===== src/inc/itm_consts.vh =====
`ifndef ITM_CONSTS_VH
`define ITM_CONSTS_VH

`define ITM_ADDR_PERIPHERAL_CLOCK_ENABLE_0       32'h40020420
`define ITM_ADDR_CCSEL      32'h4002047C
`define ITM_ADDR_CTRL       32'h40044F50
`define ITM_ADDR_IRQ_STATUS 32'h40044F54
`define ITM_ADDR_IRQ_MASK   32'h40044F58

`define ITM_PERIPHERAL_CLOCK_ENABLE_0_GATE_BIT   7
`define ITM_CCSEL_MAIN_BIT  7
`define ITM_CCSEL_DIV_BIT   6
`define ITM_CCSEL_SRC_HI    1
`define ITM_CCSEL_SRC_LO    0
`define ITM_CTRL_RUN_BIT    15

`define ITM_PERIPHERAL_CLOCK_ENABLE_0_RESET      8'h00
`define ITM_CCSEL_RESET     8'h00
`define ITM_CMP_RESET       15'h7FFF
`define ITM_CCSEL_WMASK     8'hC3

`define ITM_DIV_1464        11'd1464
`define ITM_DIV_976         11'd976
`define ITM_DIV_488         11'd488
`define ITM_DIV_244         11'd244

`endif


===== src/rtl/itm_interval_timer.v =====
// Operation
// - With the gate off, writes other than to the gate register are ignored and the timer held reset.
// - Main source bit picks system clock at 0, internal oscillator at 1.
// - Source 00 sub clock, 01 low-speed oscillator plus wake-timer bit.
// - Sources 10 and 11 divide main clock by 1464, 976, 488 or 244.
// - Run bit 0 stops and clears the count; 1 starts it.
// - Interrupt every compare plus one count clocks; compare never zero (a written zero is accepted and matches on every count clock).
// - On match the count clears, keeps running and raises the interrupt.
// - Written run bit reads back one count clock later.
// - Interval interrupt keeps working in deep sleep to wake the chip; here all logic runs from clk, with no sleep mode or wake path.
`timescale 1ns/1ps
`include "itm_consts.vh"

module itm_interval_timer #(
    parameter CMP_WIDTH = 15
) (
    input wire clk,
    input wire sys_rst,
    input wire [31:0] avs_address,
    input wire avs_read,
    input wire avs_write,
    input wire [31:0] avs_writedata,
    input wire [3:0] avs_byteenable,
    output reg [31:0] avs_readdata,
    output reg avs_waitrequest,
    input wire sub_clock,
    input wire low_speed_osc_clock,
    input wire high_speed_sys_clock,
    input wire hoco_clock,
    input wire wake_timer_clock_bit,
    output reg interval_irq,
    output reg interval_irq_flag_out
);
    reg [7:0] peripheral_clock_enable_0_reg;
    reg [7:0] ccsel_reg;
    reg run_req_reg;
    reg [CMP_WIDTH-1:0] cmp_reg;
    reg stat_reg;
    reg mask_reg;
    reg ack_reg;
    reg [3:0] meta_reg;
    reg [3:0] sync_reg;
    reg [3:0] sync_d_reg;
    reg [10:0] div_reg;
    reg [10:0] div_limit;
    reg tick;
    wire gate;
    wire core_clear;
    wire run_seen;
    wire [CMP_WIDTH-1:0] count;
    wire match;
    wire main_sel;
    wire [1:0] src;
    wire main_edge;
    wire req;
    wire wr_ok;

    assign gate = peripheral_clock_enable_0_reg[`ITM_PERIPHERAL_CLOCK_ENABLE_0_GATE_BIT];
    assign main_sel = ccsel_reg[`ITM_CCSEL_MAIN_BIT];
    assign src = {ccsel_reg[`ITM_CCSEL_SRC_HI], ccsel_reg[`ITM_CCSEL_SRC_LO]};
    assign core_clear = sys_rst | ~gate;
    assign req = (avs_read | avs_write) & avs_waitrequest & ~ack_reg;
    // Writes land at the edge where the master sees waitrequest low
    assign wr_ok = avs_write & ack_reg;

    // Two-flop synchronisers for the external count sources
    always @(posedge clk) begin
        if (sys_rst) begin
            meta_reg <= 4'h0;
            sync_reg <= 4'h0;
            sync_d_reg <= 4'h0;
        end else begin
            meta_reg <= {hoco_clock, high_speed_sys_clock,
                         low_speed_osc_clock, sub_clock};
            sync_reg <= meta_reg;
            sync_d_reg <= sync_reg;
        end
    end

    // Main clock chosen by the source bit feeds the divider
    assign main_edge = main_sel ? (sync_reg[3] & ~sync_d_reg[3])
                                : (sync_reg[2] & ~sync_d_reg[2]);

    always @* begin
        case ({src[0], ccsel_reg[`ITM_CCSEL_DIV_BIT]})
            2'b00: div_limit = `ITM_DIV_1464;
            2'b01: div_limit = `ITM_DIV_976;
            2'b10: div_limit = `ITM_DIV_488;
            2'b11: div_limit = `ITM_DIV_244;
            default: div_limit = `ITM_DIV_1464;
        endcase
    end

    // Sources are only sampled: a main clock near clk would alias here
    always @(posedge clk) begin
        if (core_clear) begin
            div_reg <= 11'd0;
            tick <= 1'b0;
        end else begin
            tick <= 1'b0;
            case (src)
                2'b00: tick <= sync_reg[0] & ~sync_d_reg[0];
                // Wake-timer clock bit must be set for this source
                2'b01: tick <= sync_reg[1] & ~sync_d_reg[1] &
                               wake_timer_clock_bit;
                default: begin
                    if (main_edge) begin
                        if (div_reg == div_limit - 11'd1) begin
                            div_reg <= 11'd0;
                            tick <= 1'b1;
                        end else begin
                            div_reg <= div_reg + 11'd1;
                        end
                    end
                end
            endcase
        end
    end

    itm_count_core #(
        .WIDTH(CMP_WIDTH)
    ) u_core (
        .clk(clk),
        .clear(core_clear),
        .tick(tick),
        .run_req(run_req_reg),
        .compare_value(cmp_reg),
        .run_seen(run_seen),
        .count(count),
        .match(match)
    );

    // Register file; only the gate register stays writable while gated
    always @(posedge clk) begin
        if (sys_rst) begin
            peripheral_clock_enable_0_reg <= `ITM_PERIPHERAL_CLOCK_ENABLE_0_RESET;
            ccsel_reg <= `ITM_CCSEL_RESET;
            run_req_reg <= 1'b0;
            cmp_reg <= `ITM_CMP_RESET;
            mask_reg <= 1'b1;
        end else begin
            if (wr_ok && avs_address == `ITM_ADDR_PERIPHERAL_CLOCK_ENABLE_0 && avs_byteenable[0]) begin
                peripheral_clock_enable_0_reg <= avs_writedata[7:0];
            end
            if (!gate) begin
                run_req_reg <= 1'b0;
                cmp_reg <= `ITM_CMP_RESET;
                ccsel_reg <= `ITM_CCSEL_RESET;
            end else if (wr_ok) begin
                if (avs_address == `ITM_ADDR_CCSEL && avs_byteenable[0]) begin
                    ccsel_reg <= avs_writedata[7:0] & `ITM_CCSEL_WMASK;
                end
                // 16-bit unit: both low lanes must be enabled
                if (avs_address == `ITM_ADDR_CTRL &&
                    avs_byteenable[1:0] == 2'b11) begin
                    run_req_reg <= avs_writedata[`ITM_CTRL_RUN_BIT];
                    cmp_reg <= avs_writedata[CMP_WIDTH-1:0];
                end
                if (avs_address == `ITM_ADDR_IRQ_MASK && avs_byteenable[0]) begin
                    mask_reg <= avs_writedata[0];
                end
            end
        end
    end

    // Sticky flag: a match in the clearing cycle wins
    always @(posedge clk) begin
        if (core_clear) begin
            stat_reg <= 1'b0;
        end else if (match) begin
            stat_reg <= 1'b1;
        end else if (wr_ok && avs_address == `ITM_ADDR_IRQ_STATUS &&
                     avs_byteenable[0] && avs_writedata[0]) begin
            stat_reg <= 1'b0;
        end
    end

    // Runs from clk alone, so it works only while clk runs; there is no deep-sleep wake path
    always @(posedge clk) begin
        if (sys_rst) begin
            interval_irq <= 1'b0;
            interval_irq_flag_out <= 1'b0;
        end else begin
            interval_irq <= stat_reg & ~mask_reg & ~match |
                            match & ~mask_reg;
            interval_irq_flag_out <= match;
        end
    end

    // Avalon slave: one wait cycle, then a single-cycle answer
    always @(posedge clk) begin
        if (sys_rst) begin
            avs_waitrequest <= 1'b1;
            avs_readdata <= 32'h0000_0000;
            ack_reg <= 1'b0;
        end else begin
            avs_waitrequest <= 1'b1;
            ack_reg <= 1'b0;
            if (req) begin
                avs_waitrequest <= 1'b0;
                ack_reg <= 1'b1;
                avs_readdata <= 32'h0000_0000;
                if (avs_read) begin
                    case (avs_address)
                        `ITM_ADDR_PERIPHERAL_CLOCK_ENABLE_0: avs_readdata <= {24'h0, peripheral_clock_enable_0_reg};
                        `ITM_ADDR_CCSEL: avs_readdata <= {24'h0, ccsel_reg};
                        `ITM_ADDR_CTRL: avs_readdata <=
                            {16'h0, run_seen, cmp_reg};
                        `ITM_ADDR_IRQ_STATUS: avs_readdata <=
                            {31'h0, stat_reg};
                        `ITM_ADDR_IRQ_MASK: avs_readdata <=
                            {31'h0, mask_reg};
                        default: avs_readdata <= 32'h0000_0000;
                    endcase
                end
            end
        end
    end
endmodule


===== src/rtl/itm_count_core.v =====
`timescale 1ns/1ps
`include "itm_consts.vh"

// Count-clock domain logic, advanced by a one-cycle tick enable.
module itm_count_core #(
    parameter WIDTH = 15
) (
    input wire clk,
    input wire clear,
    input wire tick,
    input wire run_req,
    input wire [WIDTH-1:0] compare_value,
    output reg run_seen,
    output reg [WIDTH-1:0] count,
    output reg match
);
    always @(posedge clk) begin
        if (clear) begin
            run_seen <= 1'b0;
            count <= {WIDTH{1'b0}};
            match <= 1'b0;
        end else begin
            match <= 1'b0;
            if (tick) begin
                // Run bit takes effect one count clock after the write
                run_seen <= run_req;
                if (!run_req) begin
                    count <= {WIDTH{1'b0}};
                end else if (run_seen && count == compare_value) begin
                    count <= {WIDTH{1'b0}};
                    match <= 1'b1;
                end else if (run_seen) begin
                    count <= count + 1'b1;
                end
            end
        end
    end
endmodule


===== config.mk =====
export PLATFORM = sky130hd
export DESIGN_NAME = itm_interval_timer
export DESIGN_NICKNAME = d
export VERILOG_FILES = /design/src/rtl/itm_interval_timer.v /design/src/rtl/itm_count_core.v
export VERILOG_INCLUDE_DIRS = /design/src /design/src/inc
export SDC_FILE = /design/constraint.sdc
export NUM_CORES = 1
export LEC_CHECK = 0
export ABC_AREA = 1
export BUFFER_PORTS_ARGS = -buffer_cell sky130_fd_sc_hd__buf_2
export CORE_MARGIN = 5
export CORE_UTILIZATION = 35
export DETAILED_ROUTE_END_ITERATION = 6
export PLACE_DENSITY = 0.53
export SYNTH_ARGS = -nofsm -noshare
export SYNTH_HDL_FRONTEND = slang
export SYNTH_SLANG_ARGS = --single-unit

===== constraint.sdc =====
create_clock -name clk -period 5.3 [get_ports clk]
set_input_delay 0.265 -clock clk [delete_from_list [all_inputs] [get_ports clk]]
set_output_delay 0.265 -clock clk [all_outputs]
set_load 0.005 [all_outputs]

== Word level (Yosys, flattened, before mapping) ==
Cells that the tools add are included.

* Bits of input ports: 77
* Bits in registers: 107
* Word-level logic and storage cells: 96
* Output and inout port bits: 35

* Reductions and logical operators: 20
* Add/subtract/negate cells: 3
* Bitwise gates (word level): 25
* Mux-type cells: 16
* Eq/ne operators: 13

{| class="wikitable"
|+ Operators by type and width
! operator !! number
|-
| $eq 32x31->1 const B || 5
|-
| $pmux 16 s5 || 1
|-
| $mux 15 || 3
|-
| $pmux 11 s4 || 1
|-
| $mux 16 || 1
|-
| $add 15x1->15 const B || 1
|-
| $eq 15x15->1 || 1
|-
| $add 11x1->11 const B || 1
|-
| $and 1x1->1 || 11
|-
| $eq 11x11->1 || 1
|-
| $mux 11 || 1
|-
| $not 1->1 || 11
|-
| $sub 11x1->11 const B || 1
|-
| $logic_and 1x1->1 || 9
|-
| $mux 1 || 8
|-
| $reduce_and 2->1 || 4
|-
| $eq 2x2->1 const B || 3
|-
| $eq 2x1->1 const B || 2
|-
| $logic_not 2->1 || 2
|-
| $reduce_or 2->1 || 2
|-
| $ne 3x1->1 const B || 1
|-
| $or 1x1->1 || 3
|-
| $reduce_and 3->1 || 1
|-
| $reduce_or 3->1 || 1
|-
| 2 further kinds || 2
|}

== Logic depth before layout (Yosys ltp) ==
Gate-level depths: netlist (run 1).

* Word-level depth: 7
* Mapped depth: 12
* Gate-level depth less buffers: 11

== Cells and area by module ==
From an unflattened synthesis (run 1), not the netlist that was laid out.

* Cells, all modules: 762
* Area total of the unflattened synthesis: 5076.1 sq um

{| class="wikitable"
|+ By module, submodules not included
! module !! times used !! area an instance (sq um) !! cells each !! sequential area each (sq um)
|-
| itm_interval_timer || 1 || 3788.6 || 547 || 1481.4
|-
| itm_count_core || 1 || 1287.5 || 215 || 340.3
|}

== Worst setup path before layout (run 1) ==
Ideal clock, no wire load.

* Kind: register -> register
* Start point: reg ccsel_reg[0]
* End point: reg div_reg[4]
* Cell stages (with the launch flop): 11
* Arrival: 1.564 ns
* Data required time: 5.178 ns
* Setup time: 0.122 ns
* Clock period less this slack: 1.686 ns
* Slack: 3.614 ns
* Path buffers: 0
* Path through: dfxtp_1 -> inv_1 -> ha_1 -> nand2_1 -> inv_1 -> nor2_1 -> nand3_1 -> nor3_1 -> nand4_1 -> nand2_2 -> nor3b_1

* Cells in the longest elaborated chain, start to end: 5
* Elaborated cells between the ends (all ways): 13
* Those cells by class: 1 x add/sub; 5 x eq/ne; 2 x mux; 1 x bitwise; 4 x reduce/logical

{| class="wikitable"
|+ Ends and longest elaborated chain
! item !! RTL line !! RTL
|-
| start, declared || itm_interval_timer.v:35 || <nowiki>reg [7:0] ccsel_reg;</nowiki>
|-
| start signal, assigned || itm_interval_timer.v:137 || <nowiki>ccsel_reg <= `ITM_CCSEL_RESET;</nowiki>
|-
| start signal, assigned || itm_interval_timer.v:148 || <nowiki>ccsel_reg <= `ITM_CCSEL_RESET;</nowiki>
|-
| start signal, assigned || itm_interval_timer.v:151 || <nowiki>ccsel_reg <= avs_writedata[7:0] & `ITM_CCSEL_WMASK;</nowiki>
|-
| $eq 2x2->1 (tied with other cells) || itm_interval_timer.v:85 || <nowiki>case ({src[0], ccsel_reg[`ITM_CCSEL_DIV_BIT]})</nowiki>
|-
| $pmux 11 s4 || itm_interval_timer.v:85 ||
|-
| $sub 11x1->11 || itm_interval_timer.v:108 || <nowiki>if (div_reg == div_limit - 11'd1) begin</nowiki>
|-
| $eq 11x11->1 || itm_interval_timer.v:108 ||
|-
| $mux 11 || itm_interval_timer.v:108 ||
|-
| end signal, assigned || itm_interval_timer.v:112 || <nowiki>div_reg <= div_reg + 11'd1;</nowiki>
|-
| end, declared || itm_interval_timer.v:44 || <nowiki>reg [10:0] div_reg;</nowiki>
|}

Several ways; a longest one is shown, not always the timed one. The select of a mux whose other input is x is not followed.
A chain may end at the register's enable or synchronous reset.

== Final worst setup path (run 1) ==
* Start point: in sys_rst
* End point: reg u_core.count[9]

* Cells in the longest elaborated chain, start to end: 1

{| class="wikitable"
|+ Ends and longest elaborated chain
! item !! RTL line !! RTL
|-
| start, declared || itm_interval_timer.v:18 || <nowiki>input wire sys_rst,</nowiki>
|-
| $or 1x1->1 || itm_interval_timer.v:61 || <nowiki>assign core_clear = sys_rst | ~gate;</nowiki>
|-
| end signal, assigned || itm_count_core.v:20 || <nowiki>count <= {WIDTH{1'b0}};</nowiki>
|-
| end signal, assigned || itm_count_core.v:28 || <nowiki>count <= {WIDTH{1'b0}};</nowiki>
|-
| end signal, assigned || itm_count_core.v:30 || <nowiki>count <= {WIDTH{1'b0}};</nowiki>
|-
| end, declared || itm_count_core.v:14 || <nowiki>output reg [WIDTH-1:0] count,</nowiki>
|}

No other way between the ends.

==> results of run 1 <==
-- cells in the final DEF, fill, tap and decap left out, drive strengths merged, types with 6 or more instances in the layout --
cell / n
buf: 77
o211ai: 7
nand4: 16
a21oi: 43
clkbuf: 10
o21ai: 32
nor3: 10
nand3: 62
nor2: 90
ha: 6
inv: 101
nand2: 142
conb: 16
xor2: 9
dfxtp: 91
-- through the flow --
step | cell area (sq um) | hold WS, ps | setup slack (ps)
6_report | 5590 | 129 | 3090
5_1_grt | 5590 | 122 | 2830
4_1_cts | 5590 | 117 | 3050
3_5_place_dp | 5220 | 394 | 2680
3_3_place_gp | 5220 | 390 | 2730
2_1_floorplan | 4830 | 372 | 3610
-- metal layers --
metal	track usage	wire length, um	vias up	part of all wire
li1	-	-	2264	-
met1	0.204	5780	1890	0.49
met2	0.222	5100	119	0.44
met3	0.0319	733	9	0.063
met4	0.0372	93	0	0.0079
met5	0	0	-	0
-- worst min-delay path, delay by kind of cell --
family	cells	cell delay, ps
buf+inv	2	100
simple gates	1	60
-- cells by family after synthesis --
group,Yosys count,synth area share
xor+xnor,12,0.0220
simple gates,336,0.338
buf+inv,131,0.124
flops,91,0.382
compound gates,93,0.118
other cells,1,0.000786
fa+ha+maj,6,0.0157
-- power by group --
group,internal (mW),leakage (nW),total (mW),switching [mW]
Clock,0.511,0.173,0.784,0.273
Sequential,0.689,0.736,0.690,0.00158
Combinational,0.0261,1.56,0.0720,0.0459
-- layout make-up --
class,instances,area [sq um]
Clock inverter,6,136
Fill cell,1364,7710
Clock buffer,10,229
Tap cell,176,220
Timing Repair Buffer,77,385
Inverter,100,375
Sequential cell,91,1820
Multi-Input combinational cell,463,2420
-- worst min path at each step --
stage                   startpoint     endpoint  slack [ps]  cells after the start
2_1_floorplan            sub_clock  meta_reg[0]         370                      2
3_3_place_gp           meta_reg[3]  sync_reg[3]         390                      2
3_5_place_dp           meta_reg[2]  sync_reg[2]         390                      2
4_1_cts                  sub_clock  meta_reg[0]         120                      3
5_1_grt                  sub_clock  meta_reg[0]         120                      3
6_report       low_speed_osc_clock  meta_reg[1]         130                      3
==> impl_results.md, run 1 <==
* Run status: finished clean
* CTS HTree Levels at 3
* Clock sinks at 91
* Critical register-to-register path startpoint: ccsel_reg[0]
* Initial antenna violation count at 0
* Unrepaired setup endpoints after global routing: no
* Core area at between 10000 and 15000 sq um
* Num CTS Buffers at 9
* Startpoint types: input port
* Register area share after synthesis at 0.382
* Worst r2r dst: div_reg[4]
* Max FO, Critical Path at 32
* Max_cap viols at 0
* Detailed Route Iter0 Violations at between 200 and 250
* Slew Viols, Final at 0
* Synth Flop Type: dfxtp_1
* TNS Setup at 0 ps
* Fmax at 452 MHz
* PortBufs at 77
* Most numerous cell in the Yosys netlist: nand2_1
* Post-synthesis cell area at 4770 sq um
* Worst path required time at roughly 5500 ps
* Post-layout nets at 825
* Static Leak at 2.47 nW
* Post-layout min period at 2210 ps
* Worst r2r path cells at 10
* Slowest cell on crit path: nand2_1
* Syn Area/Cell at 7.12 sq um
* Layout cells sized above 1 at 0.201
* Layout area overhead at 17.0%
* Post-synth top cells: nand2_1 (132), dfxtp_1 (91), inv_1 (86), nor2_1 (79), nand3_1 (56)
* Max incr delay on CP at 570 ps
* Critical path's top delay family: simple AND/OR/NAND/NOR gates
* PostCTS Resize Cnt at 0
* Detail Placement HPWL at 9120 um
* Fin util at 0.420
* WP depth at 6
* Ant. Diodes at 0
* CP Class: in2reg
* Share of the synthesized area in the top cell type at 0.382
* Rows at 42
* Maximum vdd ir drop at about 180 uV
* Placed cell count at 907
* Worst Setup EP: u_core.count[9]
* Final setup fails at 0
* Longest Clk Path Bufs at 2
* Final global-route overflow total at 0
* Clock latency on the worst-skew pair at 340 ps
* Worst Tran Pin Value at 712 ps
* Via count at 4282
* Via-to-Cell Ratio at 4.64
* Synth top area cells: dfxtp_1 (38%), nand2_1 (10%), inv_1 (6.8%)
* Largest register FFs at 16
* Final wirelength at between 10000 and 15000 um
* Routed wire per std cell at 12.7 um
* CTS clk-pin slew, worst paths at about 70 ps
* TritonCTS clock tree: done
* I/O pin count at 112
* First-pass GRT wire length at 19100 um
* Postcts setup bufs at 0
* Die width at 127 um
* Final period util at 0.418
* Post-synth EDFFs at 0
* Synth cell types at between 50 and 60
* Final cell count without fillers at 923
* Remaining DRCs at 0
* Largest net degree at the start of global routing at 33
* YS warnings at 0
* Die Y at 127 um
* Post-route ant nets at 0
* Full die area at 16100 sq um
* Final hold vios at 0
* Max-Slew Margin vs Limit at 0.524
* Clk_skew at 8.15 ps
* Yosys top cell by area: dfxtp_1
* Hold WC Path Type: in2reg
* RePlAce Congestion at 0.908
* Root Driver: clkbuf_16
* Async SR Flop Fraction at 0
* Flop2flop setup slack at 3320 ps
* Crit path from: sys_rst
* Synthesized flop and latch total at 91
* Initial core utilization at 0.359
* WP buf/inv at 3
* Vias in the first global route at 4012
* CTS Hold Buffers Added at 0
* Cell count after synthesis at 670
* Pwr Density at 277 nW/um^2
* Setup crit end kind: flop
* Overall Power at 1.55 mW
* Drt pass-1 iters at 4
* CP cell instances: buf_2, inv_2, nand2_1, inv_2, nand2_1, nor2_1
* GRT Util Overall at 0.144
* CP arrival at 2420 ps
Note: power is estimated with default switching activity, not from simulation.
==> inputs of run 2 (changes only) <==
clock period = 2.3 ns   (was 5.3 ns; I/O delays follow)
==> run 2 against run 1 <==
- clock-buffer cell count rose by 4
- critical path depth increased by 4
- combinational power is 150% higher
- sequential share of layout area barely moved
- global-route usage is 0.16 points higher
- critical path type is now reg2reg
- largest power group is now sequential cells
==> impl_results.md, run 2 (synthesis gave the netlist of run 1 again) <==
* Initial antenna violation count at 0
* WP buf/inv at 2
* Routed wire per std cell at 12.6 um
* Longest Clk Path Bufs at 2
* Placed cell count at 911
* PostCTS Resize Cnt at 0
* Detail Placement HPWL at ~9100 um
* Drt pass-1 iters at 6
* Maximum vdd ir drop at 347 uV
* I/O pin count at 112
* Max FO, Critical Path at 7
* Die Y at approximately 130 um
* Final setup fails at 0
* Design area at 5580 sq um
* Post-layout nets at 833
* PortBufs at 77
* CP cell instances: inv_1, ha_1, nand2_1, inv_1, nor2_1, nand3_1, nor3_1, nand4_1, nand2_2, nor3b_1
* Setup crit end kind: flop
* Final cell count without fillers at 931
* Ant. Diodes at 0
* Clock latency on the worst-skew pair at 340 ps
* Pwr Density at 579 nW/um^2
* Post-route ant nets at 0
* Vias in the first global route at 4106
* Largest net degree at the start of global routing at 32
* CP dominant cell by count: inv_1
* Commonest cells after routing, fill and taps aside: nand2_1 (132), dfxtp_1 (91), inv_1 (86)
* TNS Setup at 0 ps
* Post-layout min period at roughly 2000 ps
* Final global-route overflow total at 0
* CTS HTree Levels at 3
* Rows at 42
* Full die area at ~16000 sq um
* Final hold vios at 0
* Detailed Route Iter0 Violations at 254
* Via count at about 4400
* Initial core utilization at 0.359
* Max incr delay on CP at 430 ps
* Critical path's top delay family: simple AND/OR/NAND/NOR gates
* Run status: finished clean
* Max-Slew Margin vs Limit at 0.655
* Hold WC Path Type: in2reg
* Static Leak at 2.47 nW
* Dpl cell area at about 5300 sq um
* Overall Power at around 3.2 mW
* Layout area overhead at 16.9%
* Largest register FFs at 16
* Startpoint types: flop
* Clk_skew at 6.30 ps
* Worst Tran Pin Value at 517 ps
* Layout cells sized above 1 at 0.200
* CP arrival at ~2200 ps
* Remaining DRCs at 0
* Fill count at 1392
* GRT Util Overall at 0.146
* Postcts setup bufs at 0
* RePlAce Congestion at 0.900
* Fmax at 506 MHz
* Clock sinks at 91
* Core area at 13300 sq um
* Via-to-Cell Ratio at 4.70
* First-pass GRT wire length at 19300 um
* Slew Viols, Final at 0
* Most common cell after layout, fill and taps aside: nand2_1
* Unrepaired setup endpoints after global routing: no
* Final wirelength at 11700 um
* Num CTS Buffers at 9
* Worst path required time at 2520 ps
* CP Class: reg2reg
* CTS Hold Buffers Added at 4
* Root Driver: clkbuf_16
* Max_cap viols at 0
* Final period util at 0.860
* TritonCTS clock tree: done
* Slowest cell on crit path: dfxtp_1
* CTS clk-pin slew, worst paths at 60 ps
* Die width at 127 um
run 2: cell count changes in the layout (fill, tap and decap cells not counted), sizes merged:
cell,previous run,this run
bufinv,4,1
clkbuf,10,14
inv,101,100
clkinv,0,1
dlygate4sd3,0,4
buf,77,81
clkinvlp,1,0
run 2: final cells by class:
cell class | instances | area (sq um) | area share
Tap cell | 176 | 220 | 0.0395
Clock inverter | 2 | 35.0 | 0.00628
Clock buffer | 14 | 254 | 0.0455
Timing Repair Buffer | 85 | 455 | 0.0816
Inverter | 100 | 375 | 0.0673
Sequential cell | 91 | 1820 | 0.327
Multi-Input combinational cell | 463 | 2420 | 0.433
run 2: worst paths after layout:
check | from | end | slack [ps] | cells after the start
max | ccsel_reg[0] | div_reg[4] | 320 | 10
min | avs_writedata[11] | cmp_reg[11] | 30 | 3
max reg2reg | ccsel_reg[0] | div_reg[4] | 320 | 10
min reg2reg | meta_reg[2] | sync_reg[2] | 400 | 2
run 2: where the power goes:
group	leakage [nW]	switching, mW	internal, mW
Combinational	1.60	0.109	0.0686
Clock	0.141	0.588	0.872
Sequential	0.736	0.00383	1.59
run 2: metal layers:
layer | track usage | routed length [um]
met1 | 0.199 | 5720
met2 | 0.224 | 4930
met3 | 0.0357 | 876
met4 | 0.0505 | 205
met5 | 0 | 0
run 2: per-stage QoR:
step                worst slack [ps]   util  hold slack, ps
finish                           323  0.420            27.5
global route                    88.3  0.420            32.6
detailed placement               353  0.395             321
floorplan                        614      -             222
global placement                 404  0.395             313
CTS                              334  0.420            14.9
run 2: tightest hold or removal path: stages:
cell     delay, ps
buf_2           80
nand4_1         70
nand3_1         70
==> inputs of run 3 (changes only) <==
--- a/config.mk
+++ b/config.mk
@@ -10,6 +10,7 @@
 export BUFFER_PORTS_ARGS = -buffer_cell sky130_fd_sc_hd__buf_2
+export CAP_MARGIN = 15
 export CORE_MARGIN = 5
-export CORE_UTILIZATION = 35
+export CORE_UTILIZATION = 47
 export DETAILED_ROUTE_END_ITERATION = 6
-export PLACE_DENSITY = 0.53
+export PLACE_DENSITY = 0.68
 export SYNTH_ARGS = -nofsm -noshare
--- a/constraint.sdc
+++ b/constraint.sdc
@@ -3,2 +3,2 @@
 set_output_delay 0.115 -clock clk [all_outputs]
-set_load 0.005 [all_outputs]
+set_load 0.01 [all_outputs]
==> run 3 against run 2 <==
- worst setup slack got worse by 15 ps
- clock power decreased by 15%
- first-iteration DRC count decreased by 1.6%
- final area decreased by 1.3%
- flip-flop and latch count unchanged
- critical endpoint unchanged
- largest power group unchanged
==> impl_results.md, run 3 (synthesis gave the netlist of run 1 again) <==
* Run status: finished clean
* Die width at between 100 and 150 um
* WP depth at 10
* Hold EP: cmp_reg[12]
* Worst Tran Pin Value at 525 ps
* Post-route ant nets at 0
* I/O pin count at 112
* WP buf/inv at 2
* TNS Setup at 0 ps
* Full die area at 12300 sq um
* Remaining DRCs at 0
* Pwr Density at 549 nW/um^2
* CTS clk-pin slew, worst paths at 90 ps
* Slowest cell on crit path: dfxtp_1
* Hold WC Path Type: in2reg
* CP arrival at 2240 ps
* Setup crit end kind: flop
* Worst r2r path cells at 10
* Detail Placement HPWL at 8810 um
* PortBufs at 77
* Layout area overhead at 15.3%
* CTS HTree Levels at 3
* Routed wire per std cell at 12.9 um
* Static Leak at 2.46 nW
* Hold Crit Depth at 3
* Worst path required time at 2540 ps
* Longest Clk Path Bufs at 2
* Drt pass-1 iters at 4
* Max incr delay on CP at between 400 and 500 ps
* Maximum vdd ir drop at 319 uV
* Detailed Route Iter0 Violations at 250
* Vias in the first global route at 4087
* TritonCTS clock tree: done
* Postcts setup bufs at 0
* Initial antenna violation count at 0
* PostCTS Resize Cnt at 0
* Clock latency on the worst-skew pair at 360 ps
* CP dominant cell by count: inv_1
* Fin Hold WS at between 20 and 25 ps
* Initial core utilization at 0.486
* Clk_skew at about 13 ps
* Max-Slew Margin vs Limit at 0.650
* Die Y at 111 um
* GRT Util Overall at 0.187
* Final setup fails at 0
* Flop2flop setup slack at 310 ps
* CP cell instances: inv_1, ha_1, nand2_1, inv_1, nor2_1, nand3_1, nor3_1, nand4_1, nand2_2, nor3b_1
* Startpoint types: flop
* Unrepaired setup endpoints after global routing: no
* Commonest cells after routing, fill and taps aside: nand2_1 (132), dfxtp_1 (91), inv_1 (86)
* CTS Hold Buffers Added at 8
* Root Driver: clkbuf_8
* Final period util at 0.866
* Slew Viols, Final at 0
* Rows at 36
* Post-layout min period at between 1500 and 2000 ps
* Most common cell after layout, fill and taps aside: nand2_1
* Final wirelength at 11500 um
* First-pass GRT wire length at 19200 um
* Final global-route overflow total at 0
* Core area at 9820 sq um
* Clock sinks at a little over 90
* Fmax at ~500 MHz
* Critical path's top delay family: simple AND/OR/NAND/NOR gates
* Max FO, Critical Path at 7
* Max_cap viols at 0
* Post-layout nets at 836
* CP Class: reg2reg
* Largest net degree at the start of global routing at 32
* Fill count at 959
* Largest register FFs at 16
* Critical register-to-register path startpoint: ccsel_reg[0]
* Multi-input gate area at 2420 sq um
* Via count at between 4000 and 5000
* Register area at 1820 sq um
* Ant. Diodes at 0
* Worst Min Path Start: avs_writedata[12]
* RePlAce Congestion at 0.885
* Num CTS Buffers at 9
* Layout cells sized above 1 at 0.203
* Worst r2r dst: div_reg[4]
* Via-to-Cell Ratio at between 4 and 5
* Final hold vios at 0
-- run 3: cell types whose count changed in the layout (fill, tap and decap cells not counted) --
| cell | change |
|---|---|
| clkbuf_8 | +10 |
| clkbuf_16 | -9 |
| clkbuf_1 | -4 |
| dlygate4sd3_1 | +4 |
| clkinv_4 | +2 |
| buf_4 | -1 |
| bufinv_16 | +1 |
| clkinv_2 | -1 |
| clkinvlp_4 | +1 |
-- run 3: worst register-to-register path, delay by kind of cell, from the launching register on --
kind,cells,cell delay [ps]
adder cells (fa/ha/maj),1,320
AND/OR/NAND/NOR,7,960
buffers and inverters,2,150
flip-flops,1,450
-- run 3: worst max-delay path by stage --
stage	from	slack (ps)	endpoint
finish	ccsel_reg[0]	310	div_reg[4]
global route	ccsel_reg[0]	100	div_reg[4]
CTS	ccsel_reg[0]	320	div_reg[4]
detailed placement	ccsel_reg[0]	330	div_reg[4]
global placement	ccsel_reg[0]	390	div_reg[4]
floorplan	ccsel_reg[0]	610	div_reg[4]
-- run 3: final cells by class --
type / instances / share of cell area
timing repair buffer: 88 / 0.0886
clock inverter: 5 / 0.0155
multi-input combinational: 463 / 0.439
clock buffer: 11 / 0.0275
tap: 133 / 0.0302
sequential: 91 / 0.331
inverter: 100 / 0.0682
-- run 3: routing by layer --
layer,wire (um),vias up,track usage
li1,-,2281,-
met1,5300,1969,0.246
met2,5360,112,0.305
met3,683,14,0.0360
met5,0,-,0
met4,190,0,0.0632
-- run 3: per-stage QoR --
stage / std cells / power [mW] / utilization / cell area (sq um) / setup slack (ps)
6_report: 891 / 3.02 / 0.561 / 5510 / 308
5_1_grt: 891 / 3.15 / 0.561 / 5510 / 95.8
4_1_cts: 891 / 3.04 / 0.561 / 5510 / 316
3_5_place_dp: 867 / 1.81 / 0.528 / 5190 / 331
3_3_place_gp: 867 / 1.80 / 0.528 / 5190 / 395
2_1_floorplan: 685 / 1.74 / - / 4830 / 614
-- run 3: power breakdown --
group          internal (mW)  total (mW)  switching (mW)
combinational         0.0731       0.193           0.120
sequential              1.59        1.59         0.00367
clock                  0.675        1.24           0.565
